--- src/hdl/logic_block_regs.svh ---
// Bit positions, widths and sizes of the configurable logic block
`ifndef LOGIC_BLOCK_REGS_SVH
`define LOGIC_BLOCK_REGS_SVH

// ****************************************************************
// Block geometry
// ****************************************************************
`define LB_CELLS      4
`define LB_SLICES     2
`define LB_LUT_DEPTH  16
`define LB_LUT_ABITS  4

// ****************************************************************
// Positions inside the synchronised pin vector
// ****************************************************************
`define IN_ADDR    0
`define IN_WE      16
`define IN_WDATA   18
`define IN_FEED    22
`define IN_CIN     26
`define IN_SCLK    28
`define IN_CE      30
`define IN_INIT    32
`define IN_OPP     34
`define IN_F6SEL   36
`define IN_BUSD    37
`define IN_BUSEN   39
`define IN_W       41

// ****************************************************************
// Positions inside each slice polarity-inversion field
// ****************************************************************
`define INV_CLK    0
`define INV_CE     1
`define INV_INIT   2
`define INV_OPP    3

// ****************************************************************
// Reset values
// ****************************************************************
`define LUT_RST    16'h0000

`endif

--- src/hdl/logic_block_pkg.sv ---
// Types shared by the configurable logic block and its bench
package logic_block_pkg;
`include "logic_block_regs.svh"

    // ****************************************************************
    // Lookup table operating modes, one per slice
    // ****************************************************************
    typedef enum logic [2:0] {
        MODE_LOGIC   = 3'h0,
        MODE_RAM16X1 = 3'h1,
        MODE_RAM16X2 = 3'h3,
        MODE_RAM32X1 = 3'h2,
        MODE_RAM_DP  = 3'h6,
        MODE_SHIFT   = 3'h7
    } lut_mode_t;

    // ****************************************************************
    // Whole state of the block, registered as one word
    // ****************************************************************
    typedef struct packed {
        logic [`IN_W-1:0]                          sync1;
        logic [`IN_W-1:0]                          sync2;
        logic [`LB_SLICES-1:0]                     clk_prev;
        logic [`LB_CELLS-1:0][`LB_LUT_DEPTH-1:0]   mem;
        logic [`LB_CELLS-1:0]                      q;
        logic [`LB_CELLS-1:0]                      lookup_table;
        logic [`LB_CELLS-1:0]                      sum;
        logic [`LB_SLICES-1:0]                     f5;
        logic                                      f6;
        logic [`LB_SLICES-1:0]                     cout;
        logic [`LB_CELLS-1:0]                      feed;
        logic [1:0]                                bus;
        logic [1:0]                                bus_oe;
    } lb_state_t;

endpackage : logic_block_pkg

--- src/hdl/logic_block.sv ---
// One configurable logic block: two slices of two logic cells each
//
// Functional notes
// Cell has 4-input table, carry, storage
// Table output feeds output and storage D
// Four cells in two identical slices
// Table may act as 16x1 synchronous memory
// Slice memory 16x2, 32x1 or dual-port
// Table may act as 16-stage shift register
// Storage is flip-flop or transparent latch
// Storage D from table or direct input
// Init force loads configured initial value
// Opposite force loads inverted initial value
// Forces synchronous, optionally asynchronous per slice
// Clock, enable, forces each invertible
// Slice controls shared by both storage elements
// Five-input mux picks between slice tables
// Six-input mux picks between five-input muxes
// Four feedthrough paths, two per slice
// Two independent carry chains, one per slice
// Carry advances two bits per block
// Dedicated XOR gives 2-bit adder per slice
// Dedicated AND gate for partial products
// Carry path cascades tables into wide logic
// Two tristate bus drivers, own data, enable
// Memory writes on edge, reads combinationally
// Shift one per enabled edge, tap by address
`timescale 1ns/1ps

module logic_block (
    // Clock and reset
    input  wire logic                               clk_in,
    input  wire logic                               rst_in,
    // Configuration, static after load
    input  wire logic_block_pkg::lut_mode_t [1:0]   cfg_mode_in,
    input  wire logic [3:0][15:0]                   cfg_lut_init_in,
    input  wire logic                               cfg_load_in,
    input  wire logic [1:0]                         cfg_latch_in,
    input  wire logic [1:0]                         cfg_async_in,
    input  wire logic [1:0][3:0]                    cfg_inv_in,
    input  wire logic [3:0]                         cfg_init_val_in,
    input  wire logic [3:0]                         cfg_d_bypass_in,
    input  wire logic [1:0]                         cfg_and_in,
    // Cell pins from routing
    input  wire logic [15:0]                        cell_addr_in,
    input  wire logic [3:0]                         cell_wdata_in,
    input  wire logic [3:0]                         feedthrough_in,
    // Slice control pins
    input  wire logic [1:0]                         slice_clk_in,
    input  wire logic [1:0]                         slice_ce_in,
    input  wire logic [1:0]                         slice_we_in,
    input  wire logic [1:0]                         slice_init_force_in,
    input  wire logic [1:0]                         slice_opposite_force_in,
    input  wire logic [1:0]                         carry_in,
    input  wire logic                               six_input_mux_sel_in,
    // Tristate bus driver pins
    input  wire logic [1:0]                         bus_data_in,
    input  wire logic [1:0]                         bus_en_in,
    // Cell and slice results
    output logic [3:0]                              lookup_table_out,
    output logic [3:0]                              sum_out,
    output logic [3:0]                              q_out,
    output logic [3:0]                              feedthrough_out,
    output logic [1:0]                              five_input_mux_out,
    output logic                                    six_input_mux_out,
    output logic [1:0]                              carry_out,
    // Tristate bus driver outputs
    output logic [1:0]                              tristate_bus_driver_out,
    output logic [1:0]                              tristate_bus_driver_oe_out
);
    import logic_block_pkg::*;

    lb_state_t st_r;
    lb_state_t st_nxt;

    // ****************************************************************
    // Helpers
    // ****************************************************************

    // Read one bit of a sixteen-entry table at a four-bit address
    function automatic logic table_bit(input logic [15:0] word,
                                       input logic [3:0]  addr);
        table_bit = word[addr];
    endfunction : table_bit

    // Apply a configured inversion to a control pin
    function automatic logic polar(input logic lvl,
                                   input logic inv);
        polar = lvl ^ inv;
    endfunction : polar

    // ****************************************************************
    // Next-state logic
    // ****************************************************************

    // All pins are resampled twice; every decision below uses sync2 only
    always_comb begin
        logic [`IN_W-1:0] pin;
        logic [1:0]       clk_lvl;
        logic [1:0]       clk_edge;
        logic [1:0]       ce;
        logic [1:0]       init_f;
        logic [1:0]       opp_f;
        logic [3:0][3:0]  addr;
        logic [3:0][3:0]  rd_addr;
        logic [3:0]       lookup_table;
        logic [3:0]       d;
        logic [3:0]       wd;
        logic [3:0]       feed;
        logic [1:0]       f5;
        logic             ci;
        logic             di;
        logic [3:0]       sum;
        logic [1:0]       co;
        logic             force_val;
        int               b;
        pin      = st_r.sync2;
        clk_lvl  = '0;
        clk_edge = '0;
        ce       = '0;
        init_f   = '0;
        opp_f    = '0;
        addr     = '0;
        rd_addr  = '0;
        lookup_table      = '0;
        d        = '0;
        wd       = pin[`IN_WDATA +: 4];
        feed     = pin[`IN_FEED +: 4];
        f5       = '0;
        ci       = 1'b0;
        di       = 1'b0;
        sum      = '0;
        co       = '0;
        force_val = 1'b0;
        b        = 0;
        st_nxt   = st_r;

        // Two-stage resampling of every pin
        st_nxt.sync1 = {bus_en_in, bus_data_in, six_input_mux_sel_in,
                        slice_opposite_force_in, slice_init_force_in,
                        slice_ce_in, slice_clk_in, carry_in,
                        feedthrough_in, cell_wdata_in, slice_we_in,
                        cell_addr_in};
        st_nxt.sync2 = st_r.sync1;

        // Slice controls with their polarity; shared by both cells
        for (int s = 0; s < `LB_SLICES; s++) begin
            clk_lvl[s] = polar(pin[`IN_SCLK + s],
                               cfg_inv_in[s][`INV_CLK]);
            ce[s]      = polar(pin[`IN_CE + s],
                               cfg_inv_in[s][`INV_CE]);
            init_f[s]  = polar(pin[`IN_INIT + s],
                               cfg_inv_in[s][`INV_INIT]);
            opp_f[s]   = polar(pin[`IN_OPP + s],
                               cfg_inv_in[s][`INV_OPP]);
            // Slice clock becomes a one-cycle enable on its active edge
            clk_edge[s] = clk_lvl[s] & ~st_r.clk_prev[s];
        end
        st_nxt.clk_prev = clk_lvl;

        // Table read addresses; 16x2 and 32x1 modes share the first cell address
        for (int c = 0; c < `LB_CELLS; c++) begin
            b       = (c / 2) * 2;
            addr[c] = pin[`IN_ADDR + 4*c +: 4];
        end
        for (int c = 0; c < `LB_CELLS; c++) begin
            b = (c / 2) * 2;
            case (cfg_mode_in[c / 2])
                MODE_RAM16X2,
                MODE_RAM32X1: rd_addr[c] = addr[b];
                default:      rd_addr[c] = addr[c];
            endcase
            // Combinational read of the current contents
            lookup_table[c] = table_bit(st_r.mem[c], rd_addr[c]);
        end

        // Wide-function multiplexers
        for (int s = 0; s < `LB_SLICES; s++) begin
            // The first feedthrough of the slice steers its mux
            f5[s] = feed[2*s] ? lookup_table[2*s+1] : lookup_table[2*s];
        end

        // Carry chains: two cells per slice, then on to the next block
        for (int s = 0; s < `LB_SLICES; s++) begin
            ci = pin[`IN_CIN + s];
            for (int k = 0; k < 2; k++) begin
                b = 2*s + k;
                // AND of two address bits forms a partial product
                di = cfg_and_in[s] ? (addr[b][0] & addr[b][1])
                                   : addr[b][0];
                sum[b] = lookup_table[b] ^ ci;
                // Propagate selects carry; with di low this is a wide AND
                ci = lookup_table[b] ? ci : di;
            end
            co[s] = ci;
        end

        // Memory and shift writes on the active slice edge
        for (int s = 0; s < `LB_SLICES; s++) begin
            b = 2*s;
            if (clk_edge[s]) begin
                case (cfg_mode_in[s])
                    MODE_RAM16X1: begin
                        if (pin[`IN_WE + s]) begin
                            st_nxt.mem[b][addr[b]]     = wd[b];
                            st_nxt.mem[b+1][addr[b+1]] = wd[b+1];
                        end
                    end
                    MODE_RAM16X2: begin
                        if (pin[`IN_WE + s]) begin
                            st_nxt.mem[b][addr[b]]   = wd[b];
                            st_nxt.mem[b+1][addr[b]] = wd[b+1];
                        end
                    end
                    MODE_RAM32X1: begin
                        // Fifth address bit picks which table is written
                        if (pin[`IN_WE + s]) begin
                            if (feed[b]) begin
                                st_nxt.mem[b+1][addr[b]] = wd[b];
                            end else begin
                                st_nxt.mem[b][addr[b]] = wd[b];
                            end
                        end
                    end
                    MODE_RAM_DP: begin
                        // Both copies written; second cell is the read port
                        if (pin[`IN_WE + s]) begin
                            st_nxt.mem[b][addr[b]]   = wd[b];
                            st_nxt.mem[b+1][addr[b]] = wd[b];
                        end
                    end
                    MODE_SHIFT: begin
                        if (ce[s]) begin
                            st_nxt.mem[b]   = {st_r.mem[b][14:0],
                                               wd[b]};
                            st_nxt.mem[b+1] = {st_r.mem[b+1][14:0],
                                               wd[b+1]};
                        end
                    end
                    default: begin
                        // Logic mode holds its configured contents
                    end
                endcase
            end
        end

        // Configuration load overrides any write in the same cycle
        if (cfg_load_in) begin
            st_nxt.mem = cfg_lut_init_in;
        end

        // Storage elements
        for (int c = 0; c < `LB_CELLS; c++) begin
            b = c / 2;
            d[c] = cfg_d_bypass_in[c] ? feed[c] : lookup_table[c];
            // Init force wins over the opposite force when both are high
            force_val = init_f[b] ? cfg_init_val_in[c]
                                  : ~cfg_init_val_in[c];
            if ((init_f[b] | opp_f[b]) &&
                (cfg_async_in[b] | clk_edge[b])) begin
                st_nxt.q[c] = force_val;
            end else if (cfg_latch_in[b]) begin
                // Transparent while the slice clock level is active
                if (clk_lvl[b] & ce[b]) begin
                    st_nxt.q[c] = d[c];
                end
            end else if (clk_edge[b] & ce[b]) begin
                st_nxt.q[c] = d[c];
            end
        end

        // Registered results; this adds one cycle to every path
        st_nxt.lookup_table    = lookup_table;
        st_nxt.sum    = sum;
        st_nxt.f5     = f5;
        st_nxt.f6     = pin[`IN_F6SEL] ? f5[1] : f5[0];
        st_nxt.cout   = co;
        st_nxt.feed   = feed;
        st_nxt.bus    = pin[`IN_BUSD +: 2];
        st_nxt.bus_oe = pin[`IN_BUSEN +: 2];
    end

    // ****************************************************************
    // State register
    // ****************************************************************

    // Tables clear and storage elements start low until configured
    always_ff @(posedge clk_in or posedge rst_in) begin
        if (rst_in) begin
            st_r          <= '0;
            st_r.mem      <= {`LB_CELLS{`LUT_RST}};
        end else begin
            st_r <= st_nxt;
        end
    end

    // ****************************************************************
    // Outputs
    // ****************************************************************

    // Every output but tristate_bus_driver_out is a flip-flop of the state word
    assign lookup_table_out           = st_r.lookup_table;
    assign sum_out                    = st_r.sum;
    assign q_out                      = st_r.q;
    assign feedthrough_out            = st_r.feed;
    assign five_input_mux_out         = st_r.f5;
    assign six_input_mux_out          = st_r.f6;
    assign carry_out                  = st_r.cout;
    // Data is driven low while disabled so the bus wire sees no X
    assign tristate_bus_driver_out    = st_r.bus & st_r.bus_oe;
    assign tristate_bus_driver_oe_out = st_r.bus_oe;

endmodule : logic_block

--- config.mk ---
export PLATFORM = sky130hd
export DESIGN_NAME = logic_block
export DESIGN_NICKNAME = d
export VERILOG_FILES = /design/src/hdl/logic_block_pkg.sv /design/src/hdl/logic_block.sv
export VERILOG_INCLUDE_DIRS = /design/src /design/src/hdl
export SDC_FILE = /design/constraint.sdc
export NUM_CORES = 1
export LEC_CHECK = 0
export ABC_CLOCK_PERIOD_IN_PS = 12850
export BUFFER_PORTS_ARGS = -buffer_cell sky130_fd_sc_hd__buf_2
export CAP_MARGIN = 25
export CELL_PAD_IN_SITES_DETAIL_PLACEMENT = 0
export CELL_PAD_IN_SITES_GLOBAL_PLACEMENT = 2
export CORE_MARGIN = 2
export CORE_UTILIZATION = 25
export CTS_BUF_LIST = sky130_fd_sc_hd__clkbuf_4 sky130_fd_sc_hd__clkbuf_8
export DETAILED_ROUTE_END_ITERATION = 10
export PLACE_DENSITY = 0.62
export SLEW_MARGIN = 20
export SYNTH_ARGS = -nofsm -noshare
export SYNTH_HDL_FRONTEND = slang
export SYNTH_SLANG_ARGS = --single-unit
--- constraint.sdc ---
create_clock -name clk_in -period 12.85 [get_ports clk_in]
set_input_delay 1.285 -clock clk_in [delete_from_list [all_inputs] [get_ports clk_in]]
set_output_delay 1.285 -clock clk_in [all_outputs]
set_load 0.01 [all_outputs]
-- After elaboration in Yosys (flattened, before gate mapping)
Cells that the tools add are included.
Widths: inputs -> output; s select.
- bitwise gates (word level): 33
- equality and inequality tests: 26
- muxes and demuxes: 80
- magnitude comparators: 10
- reductions and logical operators: 20
- operator list (kind ; count):
    $mux 32 ; 12
    $pmux 32 s5 ; 2
    $bwmux 16 ; 8
    $mux 16 ; 4
    $mux 64 ; 1
    $mux 1 ; 43
    $ne 3x3->1 const B ; 14
    $reduce_and 8->1 ; 4
    $lt 4x5->1 const B ; 6
    $bmux 1 s4 ; 4
    $demux 1 s4 ; 4
    $ge 4x1->1 const B ; 4
    $eq 3x2->1 const B ; 4
    $eq 3x3->1 const B ; 4
    $reduce_bool 6->1 ; 2
    $xor 1x1->1 ; 12
    $and 1x1->1 ; 10
    $mux 4 ; 2
    $eq 3x1->1 const B ; 2
    $logic_and 1x1->1 ; 6
    $ne 3x1->1 const B ; 2
    $not 1->1 ; 6
    $reduce_bool 3->1 ; 2
    $or 1x1->1 ; 4
    other kinds (4) ; 7
- register bits: 173
- input bits: 136
- word-level logic and storage cells: 186

-- Logic depth before layout (Yosys ltp)
Gate-level depths: netlist of the first run.
- word-level depth: 10
- gate-level depth with buffers: 9
- depth with buffers taken out: 6

-- Least setup slack after synthesis of the first run
OpenSTA, ideal clock, no wires.
- path kind: input -> register
- from: input cfg_mode_in[1] in the netlist's numbering
- to: register st_r (netlist bit q_out[1])
- arrival: 2.780 ns
- cell stages on the path: 7
- path buffers: 2
- library setup time: 0.110 ns
- setup slack: 9.960 ns
- cell sequence: buf_2 nor2b_1 buf_2 mux2_4 o32ai_2 nand3_1 o41ai_1
- word-level cells in the longest chain between the ends: 9
- elaborated cells between the ends (all ways): 11
- classes of those cells: eq/ne: 2; mux: 8; reduce/logical: 1
- ends and longest elaborated chain (element ; RTL line ; RTL):
    from (decl) ; logic_block.sv:35 ; input wire logic_block_pkg::lut_mode_t [1:0] cfg_mode_in,
    $eq 3x2->1 ; logic_block.sv:168 ; case (cfg_mode_in[c / 2])
    $reduce_or 2->1 (*) ; logic_block.sv:168 ;
    $mux 4 (*) ; logic_block.sv:168 ;
    $bmux 1 s4 (*) ; logic_block.sv:83 ; table_bit = word[addr];
    $mux 1 (implied by the code) (*) ; logic_block.sv:83 ;
    $mux 1 (*) ; logic_block.sv:255 ; d[c] = cfg_d_bypass_in[c] ? feed[c] : lookup_table[c];
    $mux 1, on equally long branches ; logic_block.sv:267, logic_block.sv:264 ;
    $mux 1 (*) ; logic_block.sv:262 ; end else if (cfg_latch_in[b]) begin
    $mux 1 (*) ; logic_block.sv:259 ; if ((init_f[b] | opp_f[b]) &&
    to (signal assigned) ; logic_block.sv:293 ; st_r <= st_nxt;
    to (decl) ; logic_block.sv:73 ; lb_state_t st_r;
Mark *: on every way between the ends. The rest lies on a longest branch, timed or not. The select of a mux whose other input is x is not followed.
A chain may end at the register's enable or synchronous reset.

-- Final worst setup path of the first run
- from: input cfg_mode_in[4] in the netlist's numbering
- to: register st_r[80] in the netlist's numbering
- word-level cells in the longest chain between the ends: 4
- elaborated cells between the ends (all ways): 16
- classes of those cells: eq/ne: 11; mux: 3; reduce/logical: 2
- ends and longest elaborated chain (element ; RTL line ; RTL):
    $eq 3x3->1, or another cell as far along ; logic_block.sv:202 ; case (cfg_mode_in[s])
    $pmux 32 s5 ; logic_block.sv:202 ;
    $mux 32 ; logic_block.sv:201 ; if (clk_edge[s]) begin
    $mux 64 ; logic_block.sv:248 ; if (cfg_load_in) begin
Several ways; a longest one is shown, not always the timed one. The select of a mux whose other input is x is not followed.

==> impl_results.md, run 1 <==
- Largest net degree at the start of global routing: about 110
- Outcome: finished clean
- Site Rows: about 70
- Post-Syn Area: roughly 9600 sq um
- Die area: roughly 40000 sq um
- ANT cells: 0
- Pleak: 4.57 nW
- Area grow syn2layout: 14.8%
- Hold crit path type: flop to flop
- Fin cells: 1610
- Global Route Usage Sum: 0.163
- R2R Setup Slk: just under 10 ns
- CP required: between 10 and 15 ns
- Sequential-to-total area share from yosys stat: 0.451
- # setup viols final: 0
- Relative slew slack: 0.246
- Via density: between 4 and 5
- First-pass GRT wire length: 48900 um
- CTS Buffer Depth: 2
- Post-Syn Nets: around 1100
- Most frequent cells in the layout: 173 x dfrtp_1, 160 x buf_2, 124 x nand2_1
- Inserted Clock Buffers: 17
- Met1 Use GR: 0.208
- Placement Setup Slack: 8.86 ns
- Design Area, Final: roughly 11000 sq um
- Wire per inst: 19.8 um
- CTS tree: done
- Routed via count: around 7900
- Clk slew on worst S/H paths: ~0.12 ns
- Startpoint types: primary input
- Placer Congestion: between 0.8 and 0.9
- Cell count after placement: 1576
- Synth top area cells: dfrtp_1 45%, mux2_2 5.9%, nand2_1 4.8%
- TNS Setup: 0 ns
- Starting Density: 0.254
- Post-cts sizing count: 0
- H-tree Lvls: 4
- Post-route DRC: 0
- Post-synthesis instance total: between 900 and 1000
- Final core utilization: 0.292
- Mapped Avg Cell Area: between 9 and 10 sq um
- RSZ-0062 raised after global routing: no
- Drt total wl: approximately 32000 um
- Final min period: about 3.5 ns
- M2 GR Usage: 0.278
- Fill cell count: a little over 4000
- YS warnings: 0
- Port bufs: 160
- Share of the synthesized area in the top cell type: 0.451
- Synth async-reset ratio: 1.00
- PwrDens: about 120 nW/um^2
- Post-CTS setup buffer count: 0
- Worst-Skew Late Latency: about 0.50 ns
- Arr. time, crit path: between 3 and 4 ns
- Share of post-route cells with drive strength above 1: 0.263
- Highest clock rate: about 290 MHz
- Top FF cell, synth: dfrtp_1
- DRT Pass-1 Iters: 6
- Met3 global-route usage: 0.0291
- Number of flops mapped to enable cells by yosys: 0
- Initial DRC count: between 600 and 700
- Fin crit share: 0.271
- Endpoint class of the critical path: flop
- CORE AREA: around 38000 sq um
- Max VDD drop: between 0.00008 and 0.00009 V
- Die W: roughly 200 um
- #FFs+latches synth: 173
- Initial antenna violation count: 0
- Crit Path Category: primary input to flop
- Number of I/O pins: between 150 and 200
- Placed Area: 10600 sq um
- Skew final: approximately 0.026 ns
- MaxCap Viol Count: 0
- Worst slew pin tran: approximately 1.1 ns
- Cell type with the largest total area after synthesis: dfrtp_1
- PnR worst setup slack: about 9.4 ns
- NumNets Final: approximately 1200
- TritonCTS Sinks: ~170
- Final ANT Viol Nets: 0
- Yosys cell types: 65
- Fin. max-slew vios: 0
- Endpoints failing hold: 0
- Die Y: between 150 and 200 um
- HPWL Detailed: around 23000 um
- Post-CTS Hold Fix Bufs: 0
- Vias in the first global route: approximately 8100
- Top Usage Layer GRT: met2
- Root Buffer: clkbuf_8
- Commonest non-fill, non-tap cell in the layout: dfrtp_1
- CP Max Fanout: 28
- GRT overflow: 0
[logic make-up (layout without fill, tap and decap cells)]
family / count (synthesis) / count (layout) / synth area share
AOI/OAI and AO/OA: 280 / 280 / 0.194
xor gates and xnor gates: 16 / 16 / 0.0146
buffers and inverters: 119 / 220 / 0.0587
DFF: 173 / 173 / 0.451
muxes: 92 / 92 / 0.117
and+or+nand+nor: 318 / 318 / 0.165
[critical path, stage by stage]
cell,delay (ns)
buf_2,0.44
nand2b_1,0.42
or3_1,0.44
a31oi_2,0.81
a21oi_1,0.10
mux2_1,0.35
[state kept, by name, summed over array words and instances (netlist names)]
register                    count
st_r                          101
tristate_bus_driver_oe_out      2
carry_out                       2
feedthrough_out                 4
st_nxt                         49
sum_out                         4
six_input_mux_out               1
lookup_table_out                4
q_out                           4
five_input_mux_out              2
[synth_stat cells (3+ instances only)]
| cell | instances |
|---|---|
| dfrtp_1 | 173 |
| xnor2_1 | 6 |
| a222oi_1 | 14 |
| a31o_2 | 10 |
| buf_4 | 22 |
| nor2_1 | 66 |
| or3_1 | 4 |
| o31ai_1 | 12 |
| and2_1 | 6 |
| xor2_1 | 10 |
| a221oi_1 | 3 |
| mux4_2 | 10 |
| a211oi_1 | 25 |
| nand2_1 | 124 |
| o22a_1 | 3 |
| o21ai_1 | 10 |
| a221o_1 | 11 |
| nor4b_2 | 4 |
| mux2i_1 | 27 |
| a21oi_1 | 67 |
| and4bb_2 | 6 |
| and3b_1 | 3 |
| o211ai_1 | 6 |
| nand2b_1 | 12 |
| nand3_1 | 25 |
| buf_2 | 15 |
| nand4_1 | 4 |
| nor2b_1 | 21 |
| nor3b_1 | 13 |
| a22oi_1 | 13 |
| mux2_1 | 4 |
| a22o_1 | 4 |
| nand4b_1 | 4 |
| mux2_2 | 50 |
| o311ai_0 | 4 |
| clkbuf_1 | 58 |
| and3_1 | 3 |
| inv_1 | 21 |
| o22ai_1 | 4 |
| o21ai_0 | 64 |
| a31oi_1 | 8 |
| nor3_1 | 16 |
[routing by layer]
layer	vias to the layer above	share of wire
met5	-	0
met4	0	0.023
met3	27	0.033
met2	168	0.50
met1	3959	0.44
li1	3795	-
[power breakdown]
group / switching, W / leakage (nW) / internal [W]
Clock: 0.000231 / 0.193 / 0.000155
Combinational: 0.000148 / 2.30 / 0.000127
Sequential: 0.0000625 / 2.08 / 0.000603
[path summary, 6_finish.rpt]
| check | cells after the start | endpoint | from |
|---|---|---|---|
| worst max register to register | 6 | st_r[42]$_DFFE_PP0P_ | st_r[91]$_DFF_PP0_ |
| worst max-delay path | 6 | st_r[80]$_DFFE_PP0P_ | cfg_mode_in[4] |
| max in group asynchronous | 3 | st_r[66]$_DFFE_PP0P_ | rst_in |
| min in group asynchronous | 2 | st_nxt[96]$_DFF_PP0_ | rst_in |
| worst min-delay path | 0 | st_r[97]$_DFF_PP0_ | st_nxt[97]$_DFF_PP0_ |
| worst min register to register | 0 | st_r[97]$_DFF_PP0_ | st_nxt[97]$_DFF_PP0_ |
[metrics by stage]
stage,hold slack [ns],power [W]
global placement,0.332,0.000952
finish,0.342,0.00133
CTS,0.352,0.00135
floorplan,0.331,0.000862
detailed placement,0.335,0.000953
global route,0.350,0.00141
[area by class of cell]
type                    count  area [sq um]  area share
multi-input cells         706          4720       0.428
clock buffers              20           269      0.0244
repair buffers            167           868      0.0788
flip-flops and latches    173          4330       0.393
well taps                 511           639      0.0580
clock inverters            12           113      0.0102
inverters                  21          86.3     0.00783
No activity file was read; power rests on OpenSTA's default activity.
==> run 2, diff against run 1 <==
- ABC_CLOCK_PERIOD_IN_PS: 12850 -> 3600
- clock period: 12.85 -> 3.6 ns (I/O delays scaled with it)
==> run 2 against run 1 <==
Net effect:
- design area is 4.8% higher
- utilization grew 1.4 points
- sequential share of layout area fell by 1.8 points
- sequential cell count did not move
- final cell count up 3.2%
- power grew to 3.7 times the previous value
- first-iteration DRC count up 3.9%
- routed wire length up 3.1%
- critical path depth is 1 lower
- combinational power rose to 3.7 times the previous value
==> impl_results.md, run 2 (synthesis results as in run 1) <==
- Routed via count: just over 8000
- PnR worst setup slack: 0.818 ns
- Vias in the first global route: around 8200
- H-tree Lvls: 4
- MaxCap Viol Count: 0
- Inserted Clock Buffers: 17
- Crit Path Category: flop to flop
- CP Max Fanout: 26
- TritonCTS Sinks: 173
- Initial DRC count: 664
- CP required: 3.98 ns
- Largest net degree at the start of global routing: between 150 and 200
- Area of the multi-input gates: roughly 4700 sq um
- Final ANT Viol Nets: 0
- Global Route Usage Sum: 0.168
- Commonest non-fill, non-tap cell in the layout: dfrtp_1
- Hold crit path type: primary input to flop
- Drt total wl: 32900 um
- Fin. max-slew vios: 0
- Hold slack: roughly 0.076 ns
- Root Buffer: clkbuf_8
- Post-CTS setup buffer count: 0
- CP cell instances: mux4_2 -> mux4_2 -> mux2_2 -> mux2i_1 -> o21ai_1
- DRT Pass-1 Iters: 6
- Die W: ~200 um
- Wire per inst: between 15 and 20 um
- Placed Area: approximately 11000 sq um
- First-pass GRT wire length: roughly 50000 um
- Placer Congestion: 0.847
- FF+latch area: 4330 sq um
- Fill cell count: roughly 4000
- Clk slew on worst S/H paths: ~0.11 ns
- Cell repeated most along the worst path: mux4_2
- Post-route DRC: 0
- Port bufs: 160
- RSZ-0062 raised after global routing: no
- Site Rows: just over 70
- Arr. time, crit path: ~3.2 ns
- Worst slew pin tran: slightly above 1 ns
- Outcome: finished clean
- Starting Density: 0.254
- PwrDens: roughly 420 nW/um^2
- Max FFs per register: just over 100
- Skew final: roughly 0.020 ns
- Final min period: about 2.8 ns
- Design Area, Final: approximately 12000 sq um
- GRT overflow: 0
- Share of post-route cells with drive strength above 1: 0.257
- Relative slew slack: 0.318
- CTS tree: done
- Die area: around 40000 sq um
- Die Y: ~200 um
- TNS Setup: 0 ns
- Post-cts sizing count: 0
- Endpoints failing hold: 0
- Startpoint types: flop
- CTS Buffer Depth: 2
- HPWL Detailed: roughly 24000 um
- Pleak: a little under 5 nW
- Fin crit share: 0.773
- Worst-Skew Late Latency: slightly below 0.5 ns
- Max VDD drop: between 0.0002 and 0.00025 V
- ANT cells: 0
- NumNets Final: around 1300
- Slowest CP cell: dfrtp_1
- Via density: ~4.9
- Post-CTS Hold Fix Bufs: between 40 and 50
- # setup viols final: 0
- Highest clock rate: around 360 MHz
- Most frequent cells in the layout: 173 x dfrtp_1, 159 x buf_2, 124 x nand2_1
- CORE AREA: 37800 sq um
- Initial antenna violation count: 0
- Most flops, register: st_r
- Number of I/O pins: about 160
- Final Power: 0.00486 W
- Placement Setup Slack: approximately 0.79 ns
- Area grow syn2layout: 20.4%
- Endpoint class of the critical path: flop
- Max stage delay on crit path: 0.96 ns
[run 2: changes by cell type in the layout (fill, tap and decap cells not counted), sizes merged]
| cell | before | now |
|---|---|---|
| clkbuf | 20 | 19 |
| buf | 167 | 177 |
| dlygate4sd3 | 0 | 42 |
| clkinv | 0 | 5 |
| bufinv | 0 | 1 |
| inv | 31 | 26 |
[run 2: path summary, 6_finish.rpt]
kind / start / endpoint / slack (ns) / cells after the start
setup / recovery: st_r[100]$_DFF_PP0_ / q_out[2]$_DFFE_PP0P_ / 0.82 / 5
hold reg to reg: st_nxt[105]$_DFF_PP0_ / st_r[105]$_DFF_PP0_ / 0.34 / 0
max in group asynchronous: rst_in / st_r[64]$_DFFE_PP0P_ / 2.17 / 5
hold / removal: cfg_d_bypass_in[1] / q_out[1]$_DFFE_PP0P_ / 0.08 / 2
setup reg to reg: st_r[100]$_DFF_PP0_ / q_out[2]$_DFFE_PP0P_ / 0.82 / 5
min in group asynchronous: rst_in / lookup_table_out[1]$_DFF_PP0_ / 0.49 / 4
[run 2: area by class of cell]
type                    count  share of cell area
clock buffers              19              0.0221
inverters                  21             0.00715
flip-flops and latches    173               0.375
well taps                 511              0.0553
multi-input cells         706               0.408
repair buffers            219               0.120
clock inverters            13              0.0133
[run 2: where the power goes]
group	internal (W)	total [W]	leakage, nW	switching (W)
Clock	0.000605	0.00144	0.205	0.000831
Sequential	0.00215	0.00239	2.08	0.000239
Combinational	0.000494	0.00103	2.53	0.000540
Total	0.00325	0.00486	4.81	0.00161
[run 2: metrics by stage]
stage / instances / utilization
floorplan: 998 / -
global placement: 1586 / 0.283
detailed placement: 1586 / 0.283
CTS: 1659 / 0.305
global route: 1662 / 0.306
finish: 1662 / 0.306
[run 2: layer usage]
metal | GRT usage | routed length [um] | vias to the layer above
met2 | 0.289 | 16900 | 202
met1 | 0.215 | 14200 | 4063
met5 | 0 | 0 | -
met4 | 0.0483 | 651 | 0
li1 | - | - | 3903
met3 | 0.0324 | 1230 | 31
[run 2: worst max-delay path: cells and delay by family (launching register included)]
family / cells / cell delay (ns)
mux: 4 / 1.63
compound gates: 1 / 0.07
flops: 1 / 0.96
==> run 3, diff against run 2 <==
- ABC_CLOCK_PERIOD_IN_PS: 3600 -> 2580
- clock period: 3.6 -> 2.58 ns (I/O delays scaled with it)
==> run 3 against run 2 <==
Net effect:
- first-iteration DRC count fell by 5.3%
- die area unchanged
- critical path depth up 1
- design area increased by 3.4%
- final cell count increased by 2.9%
- largest power group unchanged
- sequential cell count unchanged
- clock skew grew 0.0039 ns
==> impl_results.md, run 3 (synthesis results as in run 1) <==
- Fill cell count: around 4000
- Site Rows: 71
- Final Power: 0.00679 W
- Fin. max-slew vios: 0
- CP required: 2.97 ns
- Placer Congestion: roughly 0.87
- Share of post-route cells with drive strength above 1: 0.284
- Die Y: around 200 um
- Final ANT Viol Nets: 0
- Internal power: roughly 0.0045 W
- Most flops, register: st_r
- Root Buffer: clkbuf_8
- Port bufs: 160
- Outcome: finished clean
- Highest clock rate: 418 MHz
- Commonest non-fill, non-tap cell in the layout: dfrtp_1
- Global Route Usage Sum: 0.169
- Die area: between 30000 and 40000 sq um
- DRT Pass-1 Iters: 7
- Worst-Skew Late Latency: a little under 0.5 ns
- CTS Buffer Depth: 2
- Worst slew pin tran: 1.04 ns
- Hold crit path type: primary input to flop
- Max FFs per register: around 100
- # setup viols final: 0
- FF+latch area: between 4000 and 5000 sq um
- TritonCTS Sinks: approximately 170
- CTS tree: done
- Switching part of the total: 0.338
- Drt total wl: around 33000 um
- Endpoints failing hold: 0
- NumNets Final: roughly 1300
- Post-CTS setup buffer count: 0
- Initial antenna violation count: 0
- Die W: 200 um
- GRT overflow: 0
- Post-route DRC: 0
- First-pass GRT wire length: 50400 um
- Placement Setup Slack: roughly 0.11 ns
- Crit Path Category: flop to flop
- Area of the multi-input gates: about 4700 sq um
- PwrDens: approximately 570 nW/um^2
- Inserted Clock Buffers: 17
- Number of I/O pins: around 160
- Hold slack: 0.0414 ns
- Final min period: roughly 2.4 ns
- Routed via count: 8250
- Initial DRC count: roughly 630
- TNS Setup: 0 ns
- Starting Density: 0.254
- H-tree Lvls: 4
- Fin crit share: 0.926
- PnR worst setup slack: between 0.15 and 0.2 ns
- Skew final: 0.0241 ns
- Pleak: 5.05 nW
- Seq pwr share: 0.488
- HPWL Detailed: between 20000 and 25000 um
- Vias in the first global route: around 8400
- ANT cells: 0
- CP Max Fanout: 9
- Clock power frac: 0.289
- Largest net degree at the start of global routing: 54
- Wire per inst: 19.3 um
- Max VDD drop: between 0.0003 and 0.0004 V
- Arr. time, crit path: between 2 and 3 ns
- Via density: 4.82
- Area grow syn2layout: 24.5%
- Startpoint types: flop
- Logic pwr share: 0.223
- CORE AREA: 37800 sq um
- Net Switching: roughly 0.0023 W
- MaxCap Viol Count: 0
- Most frequent cells in the layout: 172 x dfrtp_1, 159 x buf_2, 124 x nand2_1
- RSZ-0062 raised after global routing: no
- Clk slew on worst S/H paths: 0.11 ns
- Endpoint class of the critical path: flop
- Relative slew slack: 0.304
-- run 3: power groups by stage --
stage	Clock, W	Combinational (W)	Sequential [W]
after floorplan	0	0.00109	0.00321
after global placement	0	0.00147	0.00336
after detailed placement	0	0.00148	0.00336
after CTS	0.00205	0.00154	0.00331
after global routing	0.00215	0.00168	0.00335
final	0.00196	0.00151	0.00331
-- run 3: layout make-up --
| cell class | instances | share of cell area |
|---|---|---|
| clock buffers | 19 | 0.0214 |
| clock inverters | 13 | 0.0115 |
| inverters | 21 | 0.00691 |
| multi-input cells | 706 | 0.395 |
| flip-flops and latches | 173 | 0.362 |
| well taps | 511 | 0.0535 |
| repair buffers | 268 | 0.149 |
-- run 3: path summary, 6_finish.rpt --
check,start,to,slack (ns),cells past startpoint
worst max-delay path,st_r[94]$_DFF_PP0_,st_r[56]$_DFFE_PP0P_,0.19,6
worst min-delay path,cfg_lut_init_in[2],st_r[27]$_DFFE_PP0P_,0.04,3
worst max register to register,st_r[94]$_DFF_PP0_,st_r[56]$_DFFE_PP0P_,0.19,6
worst min register to register,st_nxt[97]$_DFF_PP0_,st_r[97]$_DFF_PP0_,0.35,0
max in group asynchronous,rst_in,st_nxt[94]$_DFF_PP0_,1.38,4
min in group asynchronous,rst_in,q_out[1]$_DFFE_PP0P_,0.39,3
-- run 3: metal layers --
layer | GRT usage | part of all wire | vias up
met5 | 0 | 0 | -
met4 | 0.0412 | 0.012 | 0
met3 | 0.0279 | 0.036 | 24
met2 | 0.300 | 0.52 | 166
met1 | 0.213 | 0.43 | 4064
li1 | - | - | 3996
-- run 3: timing repair --
action / 4_1_cts / 5_1_grt
hold buffers: 49 / 0
setup endpoints to repair: 0 / 5
gates resized for setup: 0 / 2
endpoints found under the hold margin: 69 / 0
-- run 3: through the flow --
step | utilization | area, sq um | cells
after floorplan | - | 9600 | 998
after global placement | 0.293 | 11100 | 1630
after detailed placement | 0.293 | 11100 | 1630
after CTS | 0.316 | 11900 | 1711
after global routing | 0.317 | 12000 | 1711
final | 0.317 | 12000 | 1711
-- run 3: critical path: stages, from the launching register on --
cell and delay, ns:
dfrtp_1 0.54, nand2_1 0.27, nor2_1 0.35, mux2_2 0.37
a222oi_1 0.34, o21ai_0 0.12, mux2_1 0.30
